**src/rtl/nand_host_pkg.sv**
```systemverilog
package nand_host_pkg;
   // ------------------------------------------------------------
   // Command codes
   // ------------------------------------------------------------
   localparam logic [7:0] CMD_READ_MAIN = 8'h00;
   localparam logic [7:0] CMD_READ_SPARE = 8'h50;
   localparam logic [7:0] CMD_SERIAL_IN = 8'h80;
   localparam logic [7:0] CMD_PROG_EXEC = 8'h10;
   localparam logic [7:0] CMD_ERASE_SETUP = 8'h60;
   localparam logic [7:0] CMD_ERASE_GO = 8'hD0;
   localparam logic [7:0] CMD_STATUS = 8'h70;
   localparam logic [7:0] CMD_ID_MAIN = 8'h90;
   localparam logic [7:0] CMD_ID_EXT = 8'h91;
   localparam logic [7:0] CMD_RESET = 8'hFF;

   // ------------------------------------------------------------
   // Status byte fields and extended ID
   // ------------------------------------------------------------
   localparam int ST_FAIL_BIT = 0;
   localparam int ST_READY_BIT = 6;
   localparam int ST_UNPROT_BIT = 7;
   localparam logic [7:0] EXT_ID_FOUR_BLOCK = 8'h20;

   // ------------------------------------------------------------
   // Geometry
   // ------------------------------------------------------------
   localparam int PAGE_WORDS = 264;
   localparam int MAIN_WORDS = 256;
   localparam int SPARE_WORDS = 8;
   localparam int PAGES_PER_BLOCK = 32;
   localparam int BLOCKS = 8192;
   localparam int MIN_VALID_BLOCKS = 8032;
   localparam int MAX_PROGRAMS_PER_PAGE = 3;
   localparam int ADDR_CYCLES = 4;
   localparam int ROW_BITS = 18;
   localparam int HIGH_ADDR_BITS = 2;

   // ------------------------------------------------------------
   // Bus timing, in ns, and derived cycles at 125 MHz
   // ------------------------------------------------------------
   localparam int CLK_PERIOD_NS = 8;
   localparam int T_WP_NS = 25;
   localparam int T_WH_NS = 25;
   localparam int T_RP_NS = 35;
   localparam int T_REH_NS = 15;
   localparam int T_WHR_NS = 30;
   localparam int T_WB_NS = 200;
   localparam int WP_CYC = (T_WP_NS + CLK_PERIOD_NS - 1) / CLK_PERIOD_NS;
   localparam int WH_CYC = (T_WH_NS + CLK_PERIOD_NS - 1) / CLK_PERIOD_NS;
   localparam int RP_CYC = (T_RP_NS + CLK_PERIOD_NS - 1) / CLK_PERIOD_NS;
   localparam int REH_CYC = (T_REH_NS + CLK_PERIOD_NS - 1) / CLK_PERIOD_NS;
   localparam int WHR_CYC = (T_WHR_NS + CLK_PERIOD_NS - 1) / CLK_PERIOD_NS;
   localparam int WB_CYC = (T_WB_NS + CLK_PERIOD_NS - 1) / CLK_PERIOD_NS;

   // ------------------------------------------------------------
   // User operations
   // ------------------------------------------------------------
   typedef enum logic [2:0] {
      OP_READ = 3'h0,
      OP_READ_SPARE = 3'h1,
      OP_PROGRAM = 3'h2,
      OP_ERASE = 3'h3,
      OP_STATUS = 3'h4,
      OP_ID = 3'h5,
      OP_ID_EXT = 3'h6,
      OP_RESET = 3'h7
   } op_t;
endpackage

```
**src/rtl/nand_host_ctrl.sv**
```systemverilog
`timescale 1ns/10ps
// ------------------------------------------------------------
// How it works
// - Command byte driven on low lanes with command latch high, taken on strobe rise.
// - Address cycles use address latch high; data cycles keep both latches low.
// - Commands and addresses use low lanes only; high lanes held low then.
// - Four address cycles for read and program: column, row low, row mid, two top bits; erase sends three, ID one.
// - Program is 80h, address, data, then 10h.
// - Erase is 60h, block address, then D0h.
// - Host must not program a page more than three times between erases; the controller does not count or enforce this.
// - While busy only status read and reset may be sent.
// - After 80h only 10h or FFh may follow.
// - Read strobes start only after all address cycles.
// ------------------------------------------------------------
module nand_host_ctrl #(
   parameter int WORDS_MAX = 264,
   parameter int CW = 6
) (
   // Clock and reset
   input wire logic CLK_SYS,
   input wire logic RST_N,
   // User request
   input wire logic REQ_VALID,
   input wire nand_host_pkg::op_t REQ_OP,
   input wire logic [7:0] REQ_COL,
   input wire logic [17:0] REQ_ROW,
   input wire logic [8:0] REQ_WORDS,
   output logic REQ_READY,
   // User write data
   input wire logic [15:0] WR_DATA,
   output logic WR_TAKE,
   // User read data and completion
   output logic [15:0] RD_DATA,
   output logic RD_VALID,
   output logic DONE,
   output logic REFUSED,
   // Flash pins
   output logic CLE,
   output logic ALE,
   output logic CE_N,
   output logic WE_N,
   output logic RE_N,
   output logic WP_N,
   output logic [15:0] IO_OUT,
   output logic IO_OE,
   input wire logic [15:0] IO_IN,
   input wire logic READY_BUSY_N
);
   typedef enum logic [3:0] {
      S_IDLE, S_CMD1, S_ADDR, S_DATA, S_CMD2, S_WB, S_WAIT, S_TURN, S_READ, S_FIN
   } state_t;

   state_t st_q;
   nand_host_pkg::op_t op_q;
   logic [7:0] col_q;
   logic [17:0] row_q;
   logic [8:0] left_q;
   logic [2:0] acyc_q;
   logic [7:0] wait_q;
   logic busy_seen_q;
   logic tmr_start_q;
   logic tmr_low;
   logic tmr_done;

   // ------------------------------------------------------------
   // Decoding
   // ------------------------------------------------------------
   wire op_prog = (op_q == nand_host_pkg::OP_PROGRAM);
   wire op_erase = (op_q == nand_host_pkg::OP_ERASE);
   wire op_rd = (op_q == nand_host_pkg::OP_READ) || (op_q == nand_host_pkg::OP_READ_SPARE);
   // Program sends no 00h first: after a spare read, run a main read before programming main words
   wire [7:0] first_cmd =
      (op_q == nand_host_pkg::OP_READ) ? nand_host_pkg::CMD_READ_MAIN :
      (op_q == nand_host_pkg::OP_READ_SPARE) ? nand_host_pkg::CMD_READ_SPARE :
      op_prog ? nand_host_pkg::CMD_SERIAL_IN :
      op_erase ? nand_host_pkg::CMD_ERASE_SETUP :
      (op_q == nand_host_pkg::OP_STATUS) ? nand_host_pkg::CMD_STATUS :
      (op_q == nand_host_pkg::OP_ID) ? nand_host_pkg::CMD_ID_MAIN :
      (op_q == nand_host_pkg::OP_ID_EXT) ? nand_host_pkg::CMD_ID_EXT : nand_host_pkg::CMD_RESET;
   // Program confirm follows 80h directly so no stray command can cancel it
   wire [7:0] second_cmd = op_erase ? nand_host_pkg::CMD_ERASE_GO : nand_host_pkg::CMD_PROG_EXEC;
   // Erase sends row only (three cycles); column cycle skipped, column bit A8 never sent
   wire [2:0] acyc_last = 3'(nand_host_pkg::ADDR_CYCLES - 1);
   wire [7:0] addr_byte =
      (acyc_q == 3'h0) ? col_q :
      (acyc_q == 3'h1) ? row_q[7:0] :
      (acyc_q == 3'h2) ? row_q[15:8] : {6'h00, row_q[17:16]};
   wire needs_addr = op_rd || op_prog || op_erase || (op_q == nand_host_pkg::OP_ID) ||
      (op_q == nand_host_pkg::OP_ID_EXT);
   wire id_op = (op_q == nand_host_pkg::OP_ID) || (op_q == nand_host_pkg::OP_ID_EXT);
   wire status_op = (op_q == nand_host_pkg::OP_STATUS);
   // While busy only status and reset are legal requests
   wire allowed = (REQ_OP == nand_host_pkg::OP_STATUS) || (REQ_OP == nand_host_pkg::OP_RESET) ||
      READY_BUSY_N;
   wire lanes_cmd = (st_q == S_CMD1) || (st_q == S_CMD2) || (st_q == S_ADDR);
   wire [15:0] drive_word = lanes_cmd ? {8'h00, ((st_q == S_ADDR) ? addr_byte :
      (st_q == S_CMD1) ? first_cmd : second_cmd)} : WR_DATA;
   wire [CW-1:0] low_len = CW'(nand_host_pkg::WP_CYC > nand_host_pkg::RP_CYC ?
      nand_host_pkg::WP_CYC : nand_host_pkg::RP_CYC);
   wire [CW-1:0] high_len = CW'(nand_host_pkg::WH_CYC);
   wire in_write = lanes_cmd || (st_q == S_DATA);
   // The die drives the word only while the strobe is low, so take it before the strobe rises
   wire rd_sample = (st_q == S_READ) && !tmr_low && !RE_N;

   nand_strobe_timer #(.CW(CW)) nand_strobe_timer_i (
      .clk(CLK_SYS),
      .rst_n(RST_N),
      .start(tmr_start_q),
      .low_cycles(low_len),
      .high_cycles(high_len),
      .strobe_low(tmr_low),
      .done(tmr_done)
   );

   // ------------------------------------------------------------
   // Sequencer
   // ------------------------------------------------------------
   always_ff @(posedge CLK_SYS or negedge RST_N)
   begin
      if (!RST_N)
      begin
         st_q <= S_IDLE;
         op_q <= nand_host_pkg::OP_RESET;
         col_q <= 8'h00;
         row_q <= '0;
         left_q <= '0;
         acyc_q <= 3'h0;
         wait_q <= 8'h00;
         busy_seen_q <= 1'b0;
         tmr_start_q <= 1'b0;
         REQ_READY <= 1'b0;
         WR_TAKE <= 1'b0;
         RD_DATA <= 16'h0000;
         RD_VALID <= 1'b0;
         DONE <= 1'b0;
         REFUSED <= 1'b0;
         CLE <= 1'b0;
         ALE <= 1'b0;
         CE_N <= 1'b1;
         WE_N <= 1'b1;
         RE_N <= 1'b1;
         WP_N <= 1'b0;
         IO_OUT <= 16'h0000;
         IO_OE <= 1'b0;
      end
      else
      begin
         tmr_start_q <= 1'b0;
         WR_TAKE <= 1'b0;
         RD_VALID <= 1'b0;
         DONE <= 1'b0;
         REFUSED <= 1'b0;
         WE_N <= !(in_write && tmr_low);
         RE_N <= !((st_q == S_READ) && tmr_low);
         IO_OUT <= drive_word;
         IO_OE <= in_write;
         unique case (st_q)
            S_IDLE:
            begin
               REQ_READY <= 1'b1;
               CLE <= 1'b0;
               ALE <= 1'b0;
               if (REQ_VALID && REQ_READY)
               begin
                  REQ_READY <= 1'b0;
                  if (!allowed)
                     REFUSED <= 1'b1;
                  else
                  begin
                     op_q <= REQ_OP;
                     col_q <= REQ_COL;
                     // Any block is accepted; bad-block tracking stays with the user
                     row_q <= REQ_ROW;
                     left_q <= (REQ_WORDS > 9'(WORDS_MAX)) ? 9'(WORDS_MAX) : REQ_WORDS;
                     // Erase skips the column cycle: it addresses a whole block
                     acyc_q <= (REQ_OP == nand_host_pkg::OP_ERASE) ? 3'h1 : 3'h0;
                     CE_N <= 1'b0;
                     // Regulator enabled only for program and erase
                     WP_N <= (REQ_OP == nand_host_pkg::OP_PROGRAM) || (REQ_OP == nand_host_pkg::OP_ERASE);
                     CLE <= 1'b1;
                     st_q <= S_CMD1;
                     tmr_start_q <= 1'b1;
                  end
               end
            end
            S_CMD1:
               if (tmr_done)
               begin
                  CLE <= 1'b0;
                  if (needs_addr)
                  begin
                     ALE <= 1'b1;
                     st_q <= S_ADDR;
                     if (id_op)
                        acyc_q <= acyc_last;
                     tmr_start_q <= 1'b1;
                  end
                  else if (status_op)
                  begin
                     wait_q <= 8'(nand_host_pkg::WHR_CYC);
                     left_q <= 9'h001;
                     st_q <= S_TURN;
                  end
                  else
                  begin
                     wait_q <= 8'(nand_host_pkg::WB_CYC);
                     busy_seen_q <= 1'b0;
                     st_q <= S_WB;
                  end
               end
            S_ADDR:
               if (tmr_done)
               begin
                  if (acyc_q == acyc_last)
                  begin
                     ALE <= 1'b0;
                     if (op_prog)
                     begin
                        st_q <= S_DATA;
                        WR_TAKE <= 1'b1;
                        tmr_start_q <= 1'b1;
                     end
                     else if (op_erase)
                     begin
                        st_q <= S_CMD2;
                        tmr_start_q <= 1'b1;
                     end
                     else if (id_op)
                     begin
                        wait_q <= 8'(nand_host_pkg::WHR_CYC);
                        left_q <= (op_q == nand_host_pkg::OP_ID) ? 9'h002 : 9'h001;
                        st_q <= S_TURN;
                     end
                     else
                     begin
                        wait_q <= 8'(nand_host_pkg::WB_CYC);
                        busy_seen_q <= 1'b0;
                        st_q <= S_WB;
                     end
                  end
                  else
                  begin
                     acyc_q <= acyc_q + 3'h1;
                     tmr_start_q <= 1'b1;
                  end
               end
            S_DATA:
               if (tmr_done)
               begin
                  if (left_q <= 9'h001)
                  begin
                     st_q <= S_CMD2;
                     tmr_start_q <= 1'b1;
                  end
                  else
                  begin
                     left_q <= left_q - 9'h001;
                     WR_TAKE <= 1'b1;
                     tmr_start_q <= 1'b1;
                  end
               end
            S_CMD2:
               if (tmr_done)
               begin
                  CLE <= 1'b0;
                  wait_q <= 8'(nand_host_pkg::WB_CYC);
                  busy_seen_q <= 1'b0;
                  st_q <= S_WB;
               end
               else
                  // Raised a cycle after entry, once the lanes no longer carry a data word
                  CLE <= 1'b1;
            S_WB:
            begin
               if (!READY_BUSY_N)
                  busy_seen_q <= 1'b1;
               if (wait_q != 8'h00)
                  wait_q <= wait_q - 8'h01;
               else
                  st_q <= S_WAIT;
            end
            S_WAIT:
               if (READY_BUSY_N)
               begin
                  if (op_rd && left_q != 9'h000)
                  begin
                     wait_q <= 8'(nand_host_pkg::REH_CYC);
                     st_q <= S_TURN;
                  end
                  else
                     st_q <= S_FIN;
               end
            S_TURN:
               if (wait_q != 8'h00)
                  wait_q <= wait_q - 8'h01;
               else
               begin
                  st_q <= S_READ;
                  tmr_start_q <= 1'b1;
               end
            S_READ:
            begin
               // Sampled at the end of the low phase; one capture per strobe
               if (rd_sample)
               begin
                  RD_VALID <= 1'b1;
                  RD_DATA <= IO_IN;
               end
               if (tmr_done)
               begin
                  left_q <= left_q - 9'h001;
                  if (left_q == 9'h001)
                     st_q <= S_FIN;
                  else
                     tmr_start_q <= 1'b1;
               end
            end
            S_FIN:
            begin
               DONE <= 1'b1;
               CE_N <= 1'b1;
               WP_N <= 1'b0;
               st_q <= S_IDLE;
            end
            default:
               st_q <= S_IDLE;
         endcase
      end
   end

   // ------------------------------------------------------------
   // Checks
   // ------------------------------------------------------------
   lanes_low_a: assert property (@(posedge CLK_SYS) disable iff (!RST_N)
      (IO_OE && (CLE || ALE)) |-> (IO_OUT[15:8] == 8'h00))
      else $error("high lanes driven during command or address");
   wp_guard_a: assert property (@(posedge CLK_SYS) disable iff (!RST_N)
      WP_N |-> (op_prog || op_erase))
      else $error("write protect released for a non-modifying operation");
   latch_excl_a: assert property (@(posedge CLK_SYS) disable iff (!RST_N)
      !(CLE && ALE))
      else $error("both latch enables high");
   busy_wait_a: assert property (@(posedge CLK_SYS) disable iff (!RST_N)
      (st_q == S_WAIT && !READY_BUSY_N) |=> (st_q == S_WAIT))
      else $error("left wait while device busy");
   no_read_addr_a: assert property (@(posedge CLK_SYS) disable iff (!RST_N)
      ALE |-> RE_N)
      else $error("read strobe during address cycles");
   refuse_busy_a: assert property (@(posedge CLK_SYS) disable iff (!RST_N)
      (st_q == S_IDLE && REQ_VALID && REQ_READY && !READY_BUSY_N &&
       REQ_OP != nand_host_pkg::OP_STATUS && REQ_OP != nand_host_pkg::OP_RESET) |=> REFUSED)
      else $error("busy request not refused");
   ce_hold_a: assert property (@(posedge CLK_SYS) disable iff (!RST_N)
      (st_q == S_WAIT) |-> !CE_N)
      else $error("chip enable dropped during operation");
   done_pulse_a: assert property (@(posedge CLK_SYS) disable iff (!RST_N)
      DONE |=> !DONE ##0 CE_N)
      else $error("done not a single pulse");
endmodule

```
**src/rtl/nand_strobe_timer.sv**
```systemverilog
`timescale 1ns/10ps
// Strobe pulse generator: low phase then high phase, each of a set length
module nand_strobe_timer #(
   parameter int CW = 6
) (
   // Clock and reset
   input wire logic clk,
   input wire logic rst_n,
   // Control
   input wire logic start,
   input wire logic [CW-1:0] low_cycles,
   input wire logic [CW-1:0] high_cycles,
   // Status
   output logic strobe_low,
   output logic done
);
   logic [CW-1:0] cnt_q;
   logic [1:0] ph_q;
   wire in_low = (ph_q == 2'h1);
   wire in_high = (ph_q == 2'h2);
   wire cnt_end = (cnt_q == {{(CW-1){1'b0}}, 1'b1});

   always_ff @(posedge clk or negedge rst_n)
   begin
      if (!rst_n)
      begin
         cnt_q <= '0;
         ph_q <= 2'h0;
         strobe_low <= 1'b0;
         done <= 1'b0;
      end
      else
      begin
         done <= 1'b0;
         if (ph_q == 2'h0 && start)
         begin
            ph_q <= 2'h1;
            cnt_q <= low_cycles;
            strobe_low <= 1'b1;
         end
         else if (in_low && cnt_end)
         begin
            ph_q <= 2'h2;
            cnt_q <= high_cycles;
            strobe_low <= 1'b0;
         end
         else if (in_high && cnt_end)
         begin
            ph_q <= 2'h0;
            done <= 1'b1;
         end
         else if (in_low || in_high)
            cnt_q <= cnt_q - {{(CW-1){1'b0}}, 1'b1};
      end
   end

   strobe_low_a: assert property (@(posedge clk) disable iff (!rst_n)
      $rose(strobe_low) |-> strobe_low [*2])
      else $error("strobe low phase too short");
endmodule

```
**config.mk**
```make
export PLATFORM = sky130hd
export DESIGN_NAME = nand_host_ctrl
export DESIGN_NICKNAME = d
export VERILOG_FILES = /design/src/rtl/nand_host_pkg.sv /design/src/rtl/nand_host_ctrl.sv /design/src/rtl/nand_strobe_timer.sv
export SDC_FILE = /design/constraint.sdc
export NUM_CORES = 1
export LEC_CHECK = 0
export BUFFER_PORTS_ARGS = -buffer_cell sky130_fd_sc_hd__buf_2
export CAP_MARGIN = 30
export CORE_MARGIN = 2
export CORE_UTILIZATION = 55
export CTS_BUF_LIST = sky130_fd_sc_hd__clkbuf_4
export CTS_CLUSTER_DIAMETER = 50
export DETAILED_ROUTE_END_ITERATION = 12
export PLACE_DENSITY = 0.8
export SLEW_MARGIN = 25
export SYNTH_ARGS = -nofsm -noshare
export SYNTH_HDL_FRONTEND = slang
export SYNTH_SLANG_ARGS = --single-unit
```
**constraint.sdc**
```tcl
create_clock -name CLK_SYS -period 4.1 [get_ports CLK_SYS]
set_input_delay 0.615 -clock CLK_SYS [delete_from_list [all_inputs] [get_ports CLK_SYS]]
set_output_delay 0.615 -clock CLK_SYS [all_outputs]
set_load 0.1 [all_outputs]
```
==> out/metrics.yaml <==
status: "completed"
async_flop_share_pct: 100
clk_latency_ps: 480
min_period_over_period_pct: 72.8
via_per_inst: 6.02
slew_headroom_pct: 40.8
netlist_area_um2: 5870
ys_ff_latch: 108
post_cts_buffers: 0
numClockSinks: 108
synth_edf_count: 0
coreArea_um2: 10300
grt_antenna_before_repair: 0
clk_path_buf_depth: 2
netlist.area_leader.share_pct: 43.5
grt_pass1_vias: 4708
cp.arrival_ps: 3370
drtPass1Iterations: 5
fmax_ghz: 0.335
yosys_warnings: 0
track_usage_pct: 25.8
synth.net_count: 684
nNetsFinal: 788
synth_commonest_cells: "dfrtp_1 (102), nor2_1 (41), nand2_1 (40), a21oi_1 (39), o21ai_0 (33)"
fillers: 836
maxCapViolCount: 0
cp_num_buf_inv: 1
rows: 37
first_iter_violations: 401
cts_tree: "done"
area.growth.synth_to_final_pct: 13.5
grt_max_degree: 42
path_max_fanout: 26
fin_setup_tns_ps: 0
power_mw: 5.70
slew_violations: 0
synth_cell_types: 69
pin_count: 118
path_cells: "buf_4 -> or4b_1 -> o2111ai_1 -> or2_1 -> o32ai_1"
p_per_area_nw_per_um2: 856
vias: 5033
synth-main-ff-cell: "dfrtp_1"
hold_path.class: "input pin to register"
seq_area_frac_synth_pct: 46.1
required_ps: 4490
cts_made_buffers: 9
start_kind: "register"
rsz0062_at_grt: "false"
grt_first_pass_wirelength_um: 23500
worstMarginPinSlew_ps: 888
yosysMostFrequentCell: "dfrtp_1"
ir_drop_v: 0.000508
overflow: 0
clock_skew_ps: 27.8
crit_type: "register to register"
post-route-drc-count: 0
pre_cts_slack_ps: 1190
synthCells: 591
power.leakage_nw: 3.01
ant_nets: 0
dieArea_um2: 11500
wirelength_um: 14600
clk_pin_slew_ps: 170
synth.area.top_cells: "dfrtp_1 (43%), mux2_2 (5.0%), ha_1 (4.0%)"
die_x_um: 107
timing.final.crit_period_ps: 2990
stdcell_count: 836
gp_congestion: 0.944
dp_cells: 818
die_height_um: 107
critPathSlowestCell: "or4b_1"
cts.repair.resized: 0
start_util_pct: 56.9
critPathCaptureType: "register"
htreeDepth: 3
syn-mean-instance-area_um2: 9.94
yosysTopAreaCell: "dfrtp_1"
setup_slack_ps: 1110
cts_root_buffer: "clkbuf_4"
layout-drive-gt1-share_pct: 25.4
setup-violations-final: 0
wl_per_cell_um: 17.5
finalHoldViolCount: 0
dp_hpwl_um: 11100
slowest_delay_ps: 790
regArea_um2: 2710
num_antenna_cells: 0
io_buffer_count: 117
multiInputGateArea_um2: 2930
critical-path-top-delay-family: "simple AND/OR/NAND/NOR gates"
-- repair_timing --
action,CTS,global route
hold buffers,1,0
hold endpoints to repair,15,0
endpoints found under the setup margin,0,0
-- power breakdown --
part,internal [mW],switching [mW]
registers,1.48,0.399
logic,1.06,2.27
clock network,0.137,0.358
-- metal layers --
metal | vias to the layer above | part of all wire, % | track usage (%)
met4 | 0 | 1.5 | 7.88
met3 | 20 | 6.9 | 4.84
li1 | 2381 | - | -
met5 | - | 0 | 0
met1 | 2437 | 45 | 37.0
met2 | 195 | 46 | 40.1
-- state kept, by name, indices dropped and copies added, names as in the netlist, 4 cells and up --
signal / flops
row_q: 18
IO_OUT: 16
RD_DATA: 16
left_q: 9
col_q: 8
wait_q: 8
nand_strobe_timer_i.cnt_q: 6
st_q: 4
-- path summary, 6_finish.rpt --
path	cells after the start	end	slack, ps	start
setup reg to reg	5	wait_q[2]	1110	st_q[0]
hold / removal	2	IO_OUT[12]	320	WR_DATA[12]
max in group asynchronous	3	CE_N	2690	RST_N
min in group asynchronous	2	IO_OUT[10]	570	RST_N
hold reg to reg	1	RE_N	460	nand_strobe_timer_i.strobe_low
setup / recovery	5	wait_q[2]	1110	st_q[0]
-- metrics by stage --
step / hold slack (ps) / cell area, um2 / util (%)
after floorplan: 319 / 5870 / -
after global routing: 292 / 6670 / 64.6
after CTS: 282 / 6660 / 64.5
final: 323 / 6670 / 64.6
after detailed placement: 455 / 6530 / 63.2
after global placement: 449 / 6530 / 63.2
-- kinds of logic (layout without fill, tap and decap cells) --
| family | Yosys count | count (layout) | share of synthesized area, % |
|---|---|---|---|
| AOI/OAI and AO/OA | 170 | 170 | 19.1 |
| xor gates and xnor gates | 8 | 8 | 1.19 |
| adders and majority gates | 19 | 19 | 4.05 |
| buffers and inverters | 55 | 164 | 4.03 |
| DFF | 108 | 108 | 46.1 |
| muxes | 47 | 47 | 8.99 |
| and+or+nand+nor | 184 | 184 | 16.5 |
-- cells in the final DEF, fill, tap and decap left out, types with 7 or more instances in the layout --
master,instances
a21oi_1,39
a22oi_1,8
a31oi_1,7
and2_1,11
buf_2,116
buf_4,7
clkbuf_4,10
dfrtp_1,102
ha_1,19
inv_1,23
mux2_1,16
mux2_2,26
nand2_1,40
nand2b_1,7
nand3_1,10
nor2_1,41
nor2b_1,14
nor3_1,12
o21ai_0,33
o21ai_1,10
o31ai_1,11
o41ai_1,8
-- layout make-up --
type                            instances  share of cell area [%]
Tap cell                              136                    2.55
Multi-Input combinational cell        428                    43.9
Sequential cell                       108                    40.7
Clock buffer                           10                    1.13
Clock inverter                          6                   0.695
Timing Repair Buffer                  125                    9.72
Inverter                               23                    1.30
No activity file was read; power rests on OpenSTA's default activity.
